===== config.mk =====
export PLATFORM = sky130hd
export DESIGN_NAME = dsadc_seq
export DESIGN_NICKNAME = d
export VERILOG_FILES = /design/src/hw/dsadc_seq_pkg.sv /design/src/hw/dsadc_seq.sv
export VERILOG_INCLUDE_DIRS = /design/src /design/src/hw
export SDC_FILE = /design/constraint.sdc
export NUM_CORES = 1
export LEC_CHECK = 0
export BUFFER_PORTS_ARGS = -buffer_cell sky130_fd_sc_hd__clkbuf_2
export CORE_AREA = 2 2 270 272
export DETAILED_ROUTE_END_ITERATION = 8
export DIE_AREA = 0 0 272 274
export PLACE_DENSITY = 0.67
export SYNTH_ARGS = -nofsm -noshare
export SYNTH_HDL_FRONTEND = slang
export SYNTH_SLANG_ARGS = --single-unit

===== constraint.sdc =====
create_clock -name i_clk -period 12.95 [get_ports i_clk]
set_clock_uncertainty 0.1 [all_clocks]
set_input_delay 0.6475 -clock i_clk [delete_from_list [all_inputs] [get_ports i_clk]]
set_output_delay 0.6475 -clock i_clk [all_outputs]
set_load 0.02 [all_outputs]

===== src/hw/dsadc_seq_defs.svh =====
// Purpose: Constants for the delta-sigma converter sequencer
// Assumes: 100 MHz clock, register port with one-cycle read latency
// Notes:   Summary of operation follows
// Summary of operation
// - Start bit or trigger input starts conversion
// - Done flag holds until read; single-mode output holds until read
// - Single mode idles until trigger
// - Single: four conversions, result after fourth
// - After read, single returns to standby
// - Continuous: first result after three primes
// - Continuous: further results at sample rate
// - Multi: reset and re-prime between samples
// - Multi: next sample starts automatically
// - Output depends on last four samples
// - Mux change: invalid until fourth sample
// - Serial bit stream becomes parallel words
// - Fourth-order sinc response
// - 12-bit or 8-bit resolution, rate configurable
// - Completion by polling, interrupt or DMA
`ifndef DSADC_SEQ_DEFS_SVH
`define DSADC_SEQ_DEFS_SVH

`define ADDR_W         4
`define DATA_W         16
`define OFS_CTRL       4'h0
`define OFS_CFG        4'h1
`define OFS_STATUS     4'h2
`define OFS_RESULT     4'h3
`define OFS_IRQ_STAT   4'h4
`define OFS_IRQ_EN     4'h5
`define OFS_IRQ_CLR    4'h6
`define OFS_MUX        4'h7
// Control: bit0 start, bit1 stop
`define CTRL_START     0
`define CTRL_STOP      1
// Config: [1:0] mode, [2] 8-bit resolution, [15:8] decimation
`define CFG_MODE_LO    0
`define CFG_MODE_HI    1
`define CFG_RES8       2
`define CFG_DEC_LO     8
`define CFG_DEC_HI     15
`define CFG_RESET      16'h2003
// Status: bit0 done, bit1 busy, bit2 data valid
`define ST_DONE        0
`define ST_BUSY        1
`define ST_VALID       2
// Interrupt bits: bit0 done, bit1 overrun
`define IRQ_W          2
`define IRQ_DONE       0
`define IRQ_OVR        1
`define PRIME_FULL     2'h3
`define PRIME_TURBO    2'h1
`define MUX_W          4
`define SETTLE_CNT     3'h4
`define ACC_W          40
`define RES_SHIFT12    6'h1C
`define RES_SHIFT8     6'h20

`endif


===== src/hw/dsadc_seq_pkg.sv =====
// Purpose: Types for the delta-sigma converter sequencer
// Assumes: Constants live in the matching header
// Notes:   Mode codes follow the two-bit mode field
package dsadc_seq_pkg;
  typedef enum logic [1:0] {
    MODE_SINGLE,
    MODE_CONTINUOUS,
    MODE_MULTI,
    MODE_TURBO
  } mode_type;

  typedef enum logic [1:0] {
    ST_STANDBY,
    ST_CONVERT,
    ST_WAIT_READ
  } seq_state_type;
endpackage : dsadc_seq_pkg


===== src/hw/dsadc_seq.sv =====
// Purpose: Sequencer and sinc4 decimator for a delta-sigma converter
// Assumes: Modulator bit stream synchronous to i_clk, one bit per cycle
// Notes:   Registers at word indices; read data valid one cycle after strobe
`timescale 1ns/1ns
`include "dsadc_seq_defs.svh"

module dsadc_seq (
  // Clock and reset
  input  wire logic               i_clk,
  input  wire logic               i_reset,
  // Register port
  input  wire logic [`ADDR_W-1:0] i_addr,
  input  wire logic [`DATA_W-1:0] i_wdata,
  input  wire logic               i_wr,
  input  wire logic               i_rd,
  output logic      [`DATA_W-1:0] o_rdata,
  // Converter side
  input  wire logic               i_mod_bit,
  input  wire logic               i_start_trig,
  input  wire logic               i_dma_ack,
  output logic      [`MUX_W-1:0]  o_mux_sel,
  output logic                    o_mod_reset,
  // Completion
  output logic                    o_done,
  output logic                    o_dma_req,
  output logic                    o_irq
);

  // Register file
  logic [`DATA_W-1:0] cfg_r;
  logic [`MUX_W-1:0]  mux_r;
  logic [`IRQ_W-1:0]  irq_stat_r;
  logic [`IRQ_W-1:0]  irq_en_r;
  logic [`DATA_W-1:0] result_r;
  logic [`DATA_W-1:0] rdata_r;
  logic               done_r;
  logic               valid_r;
  logic               irq_r;
  logic               mod_reset_r;

  // Sequencer
  dsadc_seq_pkg::seq_state_type state_r;
  dsadc_seq_pkg::seq_state_type state_nxt;
  logic [7:0]         dec_cnt_r;
  logic [1:0]         prime_r;
  logic [2:0]         settle_r;

  // Decimator, four integrators and four combs
  logic [`ACC_W-1:0]  integ_r [4];
  logic [`ACC_W-1:0]  comb_r  [4];
  logic [`ACC_W-1:0]  integ_in [4];
  logic [`ACC_W-1:0]  comb_in  [5];

  // Decode
  wire wr_ctrl    = i_wr && (i_addr == `OFS_CTRL);
  wire wr_cfg     = i_wr && (i_addr == `OFS_CFG);
  wire wr_mux     = i_wr && (i_addr == `OFS_MUX);
  wire wr_irq_en  = i_wr && (i_addr == `OFS_IRQ_EN);
  wire wr_irq_clr = i_wr && (i_addr == `OFS_IRQ_CLR);
  wire rd_result  = i_rd && (i_addr == `OFS_RESULT);
  wire sw_start   = wr_ctrl && i_wdata[`CTRL_START];
  wire sw_stop    = wr_ctrl && i_wdata[`CTRL_STOP];
  wire start_req  = sw_start || i_start_trig;
  // Either reader may take the result; both end the wait
  wire rd_taken   = rd_result;
  wire dma_taken  = done_r && i_dma_ack;
  wire result_taken = rd_taken || dma_taken;

  wire [1:0] mode_bits = cfg_r[`CFG_MODE_HI:`CFG_MODE_LO];
  dsadc_seq_pkg::mode_type mode;
  assign mode = dsadc_seq_pkg::mode_type'(mode_bits);

  // State and mode flags, decoded once and shared
  wire in_standby = (state_r == dsadc_seq_pkg::ST_STANDBY);
  wire in_convert = (state_r == dsadc_seq_pkg::ST_CONVERT);
  wire is_single  = (mode == dsadc_seq_pkg::MODE_SINGLE);
  wire is_multi   = (mode == dsadc_seq_pkg::MODE_MULTI);
  wire is_turbo   = (mode == dsadc_seq_pkg::MODE_TURBO);

  wire res8       = cfg_r[`CFG_RES8];
  wire [7:0] dec_len = cfg_r[`CFG_DEC_HI:`CFG_DEC_LO];
  wire conv_end   = in_convert && (dec_cnt_r == dec_len);
  wire primed     = (prime_r == 2'h0);
  wire multi_like = is_multi || is_turbo;
  // Turbo trades settling for rate: one priming conversion only
  wire [1:0] prime_load = is_turbo ? `PRIME_TURBO : `PRIME_FULL;
  wire result_evt = conv_end && primed;
  wire restart    = start_req && in_standby;

  // Fourth-order sinc: cascaded integrators on the bit stream, combs at decimation
  // Accumulator width covers the growth of four stages at the longest period
  assign integ_in[0] = {{(`ACC_W-1){1'b0}}, i_mod_bit};
  genvar g;
  generate
    for (g = 0; g < 4; g = g + 1) begin : g_sinc
      if (g < 3) begin : g_link
        assign integ_in[g+1] = integ_r[g];
      end
      assign comb_in[g+1] = comb_in[g] - comb_r[g];
      // Integrators run every clock on the raw bit stream
      always_ff @(posedge i_clk or posedge i_reset) begin
        if (i_reset) begin
          integ_r[g] <= '0;
        end else if (mod_reset_r) begin
          integ_r[g] <= '0;
        end else begin
          integ_r[g] <= integ_r[g] + integ_in[g];
        end
      end
      // Combs only move at the end of each conversion period
      always_ff @(posedge i_clk or posedge i_reset) begin
        if (i_reset) begin
          comb_r[g] <= '0;
        end else if (mod_reset_r) begin
          comb_r[g] <= '0;
        end else if (conv_end) begin
          comb_r[g] <= comb_in[g];
        end
      end
    end
  endgenerate
  assign comb_in[0] = integ_r[3];

  // Scaling drops the filter growth so the word lands in the low bits
  wire [5:0]         res_shift = res8 ? `RES_SHIFT8 : `RES_SHIFT12;
  wire [`ACC_W-1:0]  scaled    = comb_in[4] >> res_shift;
  wire [`DATA_W-1:0] new_result = scaled[`DATA_W-1:0];

  // Next state
  always_comb begin
    state_nxt = state_r;
    case (state_r)
      dsadc_seq_pkg::ST_STANDBY: begin
        if (start_req) begin
          state_nxt = dsadc_seq_pkg::ST_CONVERT;
        end
      end
      dsadc_seq_pkg::ST_CONVERT: begin
        if (sw_stop) begin
          state_nxt = dsadc_seq_pkg::ST_STANDBY;
        end else if (result_evt && is_single) begin
          state_nxt = dsadc_seq_pkg::ST_WAIT_READ;
        end
      end
      dsadc_seq_pkg::ST_WAIT_READ: begin
        if (result_taken || sw_stop) begin
          state_nxt = dsadc_seq_pkg::ST_STANDBY;
        end
      end
      default: state_nxt = dsadc_seq_pkg::ST_STANDBY;
    endcase
  end

  // State register
  always_ff @(posedge i_clk or posedge i_reset) begin
    if (i_reset) begin
      state_r <= dsadc_seq_pkg::ST_STANDBY;
    end else begin
      state_r <= state_nxt;
    end
  end

  // Conversion period counter; a period is the length plus one
  // A length shrunk mid-period wraps once through the full count
  logic [7:0] dec_cnt_nxt;
  assign dec_cnt_nxt = (restart || conv_end || !in_convert) ? 8'h00 :
                       dec_cnt_r + 8'h01;
  always_ff @(posedge i_clk or posedge i_reset) begin
    if (i_reset) begin
      dec_cnt_r <= 8'h00;
    end else begin
      dec_cnt_r <= dec_cnt_nxt;
    end
  end

  // Priming: single and multi re-prime every sample, continuous once
  logic [1:0] prime_nxt;
  assign prime_nxt = (restart || (result_evt && multi_like)) ? prime_load :
                     (conv_end && !primed)                  ? prime_r - 2'h1 :
                     prime_r;
  always_ff @(posedge i_clk or posedge i_reset) begin
    if (i_reset) begin
      prime_r <= `PRIME_FULL;
    end else begin
      prime_r <= prime_nxt;
    end
  end

  // Modulator and decimator clear between multi samples; it keeps one
  // sample's residue out of the next when the mux moves between them
  always_ff @(posedge i_clk or posedge i_reset) begin
    if (i_reset) begin
      mod_reset_r <= 1'b1;
    end else begin
      mod_reset_r <= restart || (result_evt && multi_like);
    end
  end

  // Mux change invalidates data until fourth conversion after it
  // Count starts full after reset too: nothing has settled yet
  logic [2:0] settle_nxt;
  assign settle_nxt = wr_mux                         ? `SETTLE_CNT :
                      (conv_end && settle_r != 3'h0) ? settle_r - 3'h1 :
                      settle_r;
  always_ff @(posedge i_clk or posedge i_reset) begin
    if (i_reset) begin
      settle_r <= `SETTLE_CNT;
    end else begin
      settle_r <= settle_nxt;
    end
  end

  wire settle_ok = (settle_r == 3'h0) || (conv_end && settle_r == 3'h1);

  // Result word, loaded only at a primed conversion end
  always_ff @(posedge i_clk or posedge i_reset) begin
    if (i_reset) begin
      result_r <= '0;
    end else if (result_evt) begin
      result_r <= new_result;
    end
  end

  // Done holds until a read or acknowledge; a new result beats a same-cycle read
  always_ff @(posedge i_clk or posedge i_reset) begin
    if (i_reset) begin
      done_r <= 1'b0;
    end else if (result_evt) begin
      done_r <= 1'b1;
    end else if (result_taken) begin
      done_r <= 1'b0;
    end
  end

  // A mux write drops valid at once, not at the next result
  always_ff @(posedge i_clk or posedge i_reset) begin
    if (i_reset) begin
      valid_r <= 1'b0;
    end else if (wr_mux) begin
      valid_r <= 1'b0;
    end else if (result_evt) begin
      valid_r <= settle_ok;
    end
  end

  // Interrupt status per bit: an event set wins over a same-cycle clear
  wire [`IRQ_W-1:0] irq_set = {result_evt && done_r, result_evt};
  wire [`IRQ_W-1:0] irq_clr = wr_irq_clr ? i_wdata[`IRQ_W-1:0] : {`IRQ_W{1'b0}};
  logic [`IRQ_W-1:0] irq_stat_nxt;
  generate
    for (g = 0; g < `IRQ_W; g = g + 1) begin : g_irq
      assign irq_stat_nxt[g] = irq_set[g] || (irq_stat_r[g] && !irq_clr[g]);
    end
  endgenerate

  always_ff @(posedge i_clk or posedge i_reset) begin
    if (i_reset) begin
      irq_stat_r <= '0;
    end else begin
      irq_stat_r <= irq_stat_nxt;
    end
  end

  // Interrupt enable, same layout as the status
  always_ff @(posedge i_clk or posedge i_reset) begin
    if (i_reset) begin
      irq_en_r <= '0;
    end else if (wr_irq_en) begin
      irq_en_r <= i_wdata[`IRQ_W-1:0];
    end
  end

  // Registered so the pin comes straight from a flop, one cycle late
  always_ff @(posedge i_clk or posedge i_reset) begin
    if (i_reset) begin
      irq_r <= 1'b0;
    end else begin
      irq_r <= |(irq_stat_r & irq_en_r);
    end
  end

  // Configuration registers
  always_ff @(posedge i_clk or posedge i_reset) begin
    if (i_reset) begin
      cfg_r <= `CFG_RESET;
    end else if (wr_cfg) begin
      cfg_r <= i_wdata;
    end
  end

  // Software keeps this fixed while a continuous run is active
  always_ff @(posedge i_clk or posedge i_reset) begin
    if (i_reset) begin
      mux_r <= '0;
    end else if (wr_mux) begin
      mux_r <= i_wdata[`MUX_W-1:0];
    end
  end

  // Read words; write-only and unmapped indices read as zero
  wire               busy        = !in_standby;
  wire [`DATA_W-1:0] status_word = {{(`DATA_W-3){1'b0}}, valid_r, busy, done_r};
  wire [`DATA_W-1:0] irq_stat_wd = {{(`DATA_W-`IRQ_W){1'b0}}, irq_stat_r};
  wire [`DATA_W-1:0] irq_en_wd   = {{(`DATA_W-`IRQ_W){1'b0}}, irq_en_r};
  wire [`DATA_W-1:0] mux_wd      = {{(`DATA_W-`MUX_W){1'b0}}, mux_r};
  wire               sel_cfg     = (i_addr == `OFS_CFG);
  wire               sel_status  = (i_addr == `OFS_STATUS);
  wire               sel_result  = (i_addr == `OFS_RESULT);
  wire               sel_irq_st  = (i_addr == `OFS_IRQ_STAT);
  wire               sel_irq_en  = (i_addr == `OFS_IRQ_EN);
  wire               sel_mux     = (i_addr == `OFS_MUX);
  logic [`DATA_W-1:0] rd_mux;
  assign rd_mux = sel_cfg    ? cfg_r :
                  sel_status ? status_word :
                  sel_result ? result_r :
                  sel_irq_st ? irq_stat_wd :
                  sel_irq_en ? irq_en_wd :
                  sel_mux    ? mux_wd :
                  '0;

  // Read data, one cycle after the strobe; zero between reads
  logic [`DATA_W-1:0] rdata_nxt;
  assign rdata_nxt = i_rd ? rd_mux : '0;
  always_ff @(posedge i_clk or posedge i_reset) begin
    if (i_reset) begin
      rdata_r <= '0;
    end else begin
      rdata_r <= rdata_nxt;
    end
  end

  // Outputs, each straight from its flop
  // DMA request mirrors done; the acknowledge ends both
  assign o_rdata     = rdata_r;
  assign o_done      = done_r;
  assign o_dma_req   = done_r;
  assign o_irq       = irq_r;
  assign o_mux_sel   = mux_r;
  assign o_mod_reset = mod_reset_r;

endmodule : dsadc_seq


Word-level counts from Yosys, hierarchy flattened
Cells that the tools add are included.
{ "totals": {"regBits": 395, "latchBits": 0, "ram_bits": 0, "mem_bits_ro": 0, "input_bits": 27, "elab_cells": 135, "n_memories": 0} }
{ "classes": {"addsub": 11, "mul": 0, "n_div": 0, "order_cmp": 0, "eq_ne": 16, "n_shift": 1, "n_mux": 36, "bitwise_logic": 1, "n_reduce_logical": 48} }
{ "op_table": {"columns": ["op", "count"], "rows": [
  ["$mux 40", 12],
  ["$sub 40x40->40", 4],
  ["$add 40x40->40", 3],
  ["$mux 16", 4],
  ["$add 40x1->40", 1],
  ["$shr 40x6->16", 1],
  ["$logic_and 1x1->1", 20],
  ["$eq 4x3->1 const B", 4],
  ["$mux 2", 8],
  ["$mux 4", 3],
  ["$logic_or 1x1->1", 10],
  ["$reduce_bool 2->1", 5],
  ["$add 8x1->8 const B", 1],
  ["$eq 4x2->1 const B", 2],
  ["$eq 8x8->1", 1],
  ["$mux 8", 1],
  ["$eq 2x2->1 const B", 3],
  ["$logic_not 2->1", 3],
  ["$mux 3", 2],
  ["$mux 6", 1],
  ["$pmux 2 s3", 1],
  ["$logic_not 1->1", 5],
  ["$eq 4x1->1 const B", 1],
  ["$logic_not 4->1", 1],
  ["12 further kinds", 16]
]} }

Longest topological paths before layout
Gate-level depths: netlist of the first run.
{ "depth": {"word_depth": 8, "mapped_depth": 42, "ltp_nobuf": 41} }

Worst setup path after synthesis of the first run
No wires, ideal clock.
{ "synth_timing": {"kind": "reg2reg", "start": "register comb_r[120] (netlist name)", "end": "register result_r[7]", "setup_ns": 0.126, "t_arrival_ns": 7.561, "setup_slack_ns": 5.163, "stages_incl_launch_ff": 40, "n_path_buf": 1, "synth_period_minus_slack_ns": 7.787, "cell_sequence": "dfrtp_1 -> ha_1 -> fa_1 -> nor2b_1 -> o21ai_1 -> a21boi_1 -> o21ai_1 -> a21oi_1 -> a221o_1 -> o21ai_1 -> o31a_1 -> xnor2_1 -> ha_1 -> a21oi_1 -> o21ai_1 -> a2111oi_0 -> nor2_1 -> a21oi_1 -> [4 not listed] -> clkbuf_1 -> and4_1 -> and3_1 -> nand3_1 -> o32a_1 -> o41a_1 -> a21oi_1 -> a31oi_1 -> xnor2_1 -> ha_1 -> a21o_1 -> a21oi_1 -> o21ai_0 -> nor4b_1 -> nand3b_1 -> nand3b_1 -> mux2i_1 -> a221o_1"} }
{ "synth_via": {"elab_chain_cells": 5} }
{ "synth_rtl": {"columns": ["element", "line_no", "text"], "rows": [
  ["start: declaration", "dsadc_seq.sv:50", "logic [`ACC_W-1:0] comb_r [4];"],
  ["start signal: indexed assignment", "dsadc_seq.sv:117", "comb_r[g] <= comb_in[g];"],
  ["$sub 40x40->40 (4 in series)", "dsadc_seq.sv:99", "assign comb_in[g+1] = comb_in[g] - comb_r[g];"],
  ["$shr 40x6->16", "dsadc_seq.sv:126", "wire [`ACC_W-1:0] scaled = comb_in[4] >> res_shift;"],
  ["end signal: assignment", "dsadc_seq.sv:220", "result_r <= new_result;"],
  ["end: declaration", "dsadc_seq.sv:34", "logic [`DATA_W-1:0] result_r;"]
]} }
No other way between the ends.
A chain may end at the register's enable or synchronous reset.

Worst setup path in the final report of the first run
{ "layout_timing": {"start": "register integ_r (netlist bit comb_in[160])", "end": "register result_r[7]"} }
{ "layout_via": {"elab_chain_cells": 5} }
{ "layout_rtl": {"columns": ["element", "line_no", "text"], "rows": [
  ["start: declaration", "dsadc_seq.sv:49", "logic [`ACC_W-1:0] integ_r [4];"],
  ["start signal: indexed assignment", "dsadc_seq.sv:107", "integ_r[g] <= integ_r[g] + integ_in[g];"],
  ["$sub 40x40->40 (4 in series)", "dsadc_seq.sv:99", null],
  ["$shr 40x6->16", "dsadc_seq.sv:126", null]
]} }
No other way between the ends.

==> results_dict.tcl, run 1 <==
set metrics [dict create \
    grt_first_pass_wirelength_mm 104.2 \
    synth_nets 3648 \
    path_max_fanout 7 \
    async_flop_share_pct 100.0 \
    gp_congestion 0.8978 \
    cts_tree "done" \
    start_kind "register" \
    firstDrtPassIters 5 \
    dr.max_layer_used "met4" \
    synth_edf_count 0 \
    layout_commonest_cell "nand2_1" \
    synth_warnings 0 \
    r2r_start "comb_in[160]" \
    drt_wl_total_mm 59.95 \
    start_util_pct 39.49 \
    regArea_um2 9897 \
    dieArea_um2 74530 \
    status "completed" \
    ant_nets 0 \
    required_ps 13330 \
    clock_latency_ps 610 \
    finalCriticalPeriod_ps 8669 \
    fp.dieH_um 274 \
    cp.arrival_ps 9050 \
    end_kind "register" \
    postSynthAreaPerCell_um2 8.518 \
    ys.flop_type "dfrtp_1" \
    area_growth_pct 9.973 \
    cp_common_cell "a21oi_1" \
    ios 51 \
    synth_seq_cells 395 \
    rsz0062_at_grt "false" \
    setup_viol 0 \
    met1_length_mm 29.27 \
    drtIter0Drc 1017 \
    grt_pass1_vias 22120 \
    cp_slowest_cell "a2111oi_0" \
    die_w_um 272 \
    vias_per_cell 5.180 \
    synth_top_area_share_pct 34.17 \
    core_area_um2 71970 \
    synth.distinct_cells 88 \
    root_buffer "clkbuf_16" \
    post-place-ws_ps 4360 \
    grt_usage_pct 16.31 \
    antenna_found_initial 0 \
    hold_class "primary input to async pin" \
    final_cell_mix "nand2_1, dfrtp_1, a21oi_1" \
    routed-wl-met3_mm 1.649 \
    max_stage_delay_ps 420 \
    hold_viol 0 \
    rr_worst_depth 39 \
    cts.sinks 395 \
    multi_input_area_um2 17290 \
    ys_seq_area_share_pct 34.81 \
    r2r_slack_ps 4280 \
    grt_overflow 0 \
    vias 22470 \
    reg2reg_to "result_r[7]" \
    rows 99 \
    maxCapViolations 0 \
    synthCells 3336 \
    synth_top_area_cell "dfrtp_1" \
    cts_htree_levels 2 \
    finalSetupTns_ps 0 \
    slew-limit-headroom_pct 27.71 \
    grt_max_degree 150 \
    clockBufferDepth 3 \
    routedWlPerCell_um 13.82 \
    cts_made_buffers 48 \
    synth_area_leaders "dfrtp_1, ha_1, a21oi_1" \
    tightestPinTransition_ps 1057 \
    syn_area_um2 28420 \
    drive_above_1_share_pct 5.889 \
    drc_errors 0 \
    wl_met2_mm 27.39 \
    fin_ws_ps 4281 \
    antennaDiodeCount 0 \
    final_nets 3651 \
    post_cts_buffers 0 \
    fmax_ghz 0.1154 \
    path_clk_slew_ps 60 \
    postCtsHoldBufs 0 \
    fillers 7039 \
    finalMaxSlewViolations 0 \
    worstSetupPathType "register to register" \
    fin_crit_sh_pct 66.94 \
    hpwl_mm 43.13 \
    port_buffers 50 \
    cts_resized 0 \
]
## layout make-up
cell class	count	area share [%]
inverter	225	2.727
sequential	395	31.67
multi-input combinational	2609	55.33
timing repair buffer	60	1.081
clock inverter	24	0.9048
tap	959	3.840
clock buffer	66	4.448
## through the flow
| stage | hold WS, ps | instances | area [µm²] | util [%] |
|---|---|---|---|---|
| after global placement | 371.0 | 4248 | 29580 | 41.10 |
| after global routing | 161.3 | 4338 | 31250 | 43.42 |
| after detailed placement | 371.7 | 4248 | 29580 | 41.10 |
| after floorplan | 344.4 | 3336 | 28420 | - |
| final | 131.1 | 4338 | 31250 | 43.42 |
| after CTS | 124.5 | 4338 | 31250 | 43.42 |
## cells in the mapped netlist (42+ instances only)
cell      count
a21o_1      152
a21oi_1     367
and3_1       43
clkbuf_1     98
dfrtp_1     388
ha_1        279
inv_1       225
nand2_1     437
nand2b_1     42
nand3_1      69
nor2_1      270
nor3_1       49
o21ai_0     102
xnor2_1     149
xor2_1      117
## cells by family after synthesis
logic type	after synthesis	synth area share (%)
adders and majority gates	285	12.71
xor gates and xnor gates	268	8.366
AOI/OAI and AO/OA	946	21.24
muxes	33	1.250
buffers and inverters	332	4.399
and+or+nand+nor	1077	17.23
DFF	395	34.81
## critical path, delay by kind of cell (launching register included)
family	cells	cell delay, ps
multiplexers	1	80
XOR/XNOR	3	550
AND/OR/NAND/NOR	9	1480
adder cells (fa/ha/maj)	5	1660
buffers and inverters	1	50
AO/OA/AOI/OAI	20	4260
flip-flops	1	370
## worst max-delay path by stage
stage / endpoint / start / slack (ps) / cells past startpoint
2_1_floorplan: cfg_r[10] / i_reset / 1230 / 1
3_3_place_gp: result_r[7] / comb_in[160] / 4410 / 39
3_5_place_dp: result_r[7] / comb_in[160] / 4360 / 39
4_1_cts: result_r[7] / comb_in[160] / 4300 / 39
5_1_grt: result_r[7] / comb_in[160] / 3570 / 39
6_report: result_r[7] / comb_in[160] / 4280 / 39
## per-layer routing
metal	vias up	global-route usage, %
li1	11750	-
met1	10340	21.36
met2	274	27.99
met3	111	1.997
met4	0	5.278
met5	-	0
## state kept, by name (all words and copies together), names as in the netlist
register and cells:
comb_r 160, integ_in 120, comb_in 40, cfg_r 16
o_rdata 16, result_r 16, dec_cnt_r 8, o_mux_sel 4
settle_r 3, irq_en_r 2, irq_stat_r 2, prime_r 2
state_r 2, o_dma_req 1, o_irq 1, o_mod_reset 1
valid_r 1
Power of run 1 is not shown: default switching activity piles up to over one toggle a cycle in this logic, so the estimate is an artifact.
==> inputs of run 2 (changes only) <==
- ABC_AREA: default -> 1
- CORE_AREA: 2 2 270 272 -> 2 2 275 277
- DIE_AREA: 0 0 272 274 -> 0 0 277 279
- clock period: 12.95 -> 8.3 ns (I/O delays scaled with it)
==> results_dict.tcl, run 2 <==
set metrics [dict create \
    status "completed" \
    cp_slowest_cell "dfrtp_1" \
    async_flop_share_pct 100.0 \
    antennaDiodeCount 0 \
    fmax_ghz 0.1308 \
    gp_congestion 0.9297 \
    finalSetupTns_ps 0 \
    area_growth_pct 10.86 \
    worstSetupPathType "register to register" \
    ys.flop_type "dfrtp_1" \
    cts_htree_levels 2 \
    synth_seq_cells 395 \
    grt_pass1_vias 26640 \
    wl_met2_mm 37.47 \
    maxCapViolations 0 \
    ys_seq_area_share_pct 33.48 \
    dieArea_um2 77280 \
    final_nets 4436 \
    drive_above_1_share_pct 4.831 \
    grt_overflow 0 \
    clock_latency_ps 600 \
    core_area_um2 74070 \
    finalCriticalPeriod_ps 7644 \
    hpwl_mm 59.03 \
    dr.max_layer_used "met4" \
    antenna_found_initial 0 \
    root_buffer "clkbuf_16" \
    fin_crit_sh_pct 92.10 \
    hold_viol 0 \
    synthCells 4054 \
    path_clk_slew_ps 60 \
    met1_length_mm 34.59 \
    cts_made_buffers 46 \
    port_buffers 50 \
    hold_class "primary input to register" \
    routed-wl-met3_mm 2.235 \
    synth_top_area_share_pct 32.85 \
    end_kind "register" \
    grt_max_degree 143 \
    synth_warnings 0 \
    cp.arrival_ps 7990 \
    regArea_um2 9893 \
    vias 26740 \
    syn_area_um2 29550 \
    multi_input_area_um2 17240 \
    final_cell_mix "nand2_1, inv_1, a21oi_1" \
    drtIter0Drc 1595 \
    largest_register "comb_r" \
    finalMaxSlewViolations 0 \
    cts_tree "done" \
    start_util_pct 39.90 \
    start_kind "register" \
    ant_nets 0 \
    max_stage_delay_ps 410 \
    synth_top_area_cell "dfrtp_1" \
    rsz0062_at_grt "false" \
    die_w_um 277 \
    grt_first_pass_wirelength_mm 128.1 \
    vias_per_cell 5.212 \
    cp-startpoint "comb_in[167]" \
    synth_commonest_cells "nand2_1, inv_1, a21oi_1, o21ai_0, nor2_1" \
    hold_start "i_wdata[2]" \
    routedWlPerCell_um 15.07 \
    rows 100 \
    grt_usage_pct 19.90 \
    firstDrtPassIters 5 \
    synth_area_leaders "dfrtp_1, ha_1, nand2_1" \
    clockBufferDepth 3 \
    synth.distinct_cells 57 \
    postSynthAreaPerCell_um2 7.290 \
    slew-limit-headroom_pct 25.71 \
    synth_edf_count 0 \
    cts.sinks 395 \
    layout_commonest_cell "nand2_1" \
    synth_nets 4366 \
    setup_viol 0 \
    required_ps 8650 \
    drc_errors 0 \
    fp.dieH_um 279 \
    fillers 7487 \
    largest_reg_flops 160 \
    r2r_start "comb_in[167]" \
    path_max_fanout 6 \
    ios 51 \
    synth_most_common_cell "nand2_1" \
    tightestPinTransition_ps 1114 \
    drt_wl_total_mm 77.30 \
]
[run 2: cell types whose count changed after synthesis, moves of 49 or more]
cell,delta
a21o_1,-126
a21oi_1,+95
clkbuf_1,-49
inv_1,+377
nand2_1,+305
nand3_1,+80
nor2_1,+121
o21ai_0,+318
xnor2_1,-115
[run 2: critical path: cells and delay by family (launching register included)]
| family | cells | cell delay (ps) |
|---|---|---|
| simple gates | 21 | 3170 |
| compound gates | 8 | 1410 |
| fa+ha+maj | 4 | 1400 |
| xor+xnor | 3 | 680 |
| flops | 1 | 410 |
| buf+inv | 3 | 300 |
[run 2: cells by family after synthesis]
logic type               after synthesis  share of synthesized area, %
AO/OA/AOI/OAI                       1111                         20.66
multiplexers                          12                        0.4572
adder cells (fa/ha/maj)              285                         12.22
AND/OR/NAND/NOR                     1431                         20.07
XOR/XNOR                             159                         4.712
buffers and inverters                661                         8.408
flip-flops                           395                         33.48
[run 2: layout make-up]
type                    instances  area share, %
inverters                     605          6.943
clock inverters                23         0.9127
clock buffers                  62          4.002
multi-input cells            2998          52.60
repair buffers                 78          1.642
flip-flops and latches        395          30.20
well taps                     969          3.700
[run 2: stage by stage]
step	utilization [%]	worst slack, ps	hold WS (ps)	instances	instance area (µm²)
6_report	44.23	655.8	33.17	5130	32760
5_1_grt	44.23	18.94	31.75	5130	32760
4_1_cts	44.17	28.34	11.42	5130	32720
3_5_place_dp	41.78	51.27	370.5	5029	30950
3_3_place_gp	41.78	85.75	366.0	5029	30950
2_1_floorplan	-	1756	349.1	4054	29560
[run 2: per-layer routing]
layer	track usage, %	vias to the layer above
met3	1.941	164
met2	35.85	456
met5	0	-
met1	24.35	12300
li1	-	13820
met4	7.999	0
[run 2: final timing paths]
kind,end,cells past startpoint,slack [ps]
worst max register to register,result_r[8],39,660
max in group asynchronous,result_r[8],5,6130
worst min register to register,result_r[12],2,380
worst max-delay path,result_r[8],39,660
min in group asynchronous,comb_in[162],4,560
worst min-delay path,o_mux_sel[2],3,30
[run 2: timing repair]
action,in CTS,in global routing
buffers inserted,0,0
endpoints found under the hold margin,20,0
hold buffers,16,0
endpoints found under the setup margin,0,12
gates resized for setup,0,13
Power of run 2 is left out for the same reason.
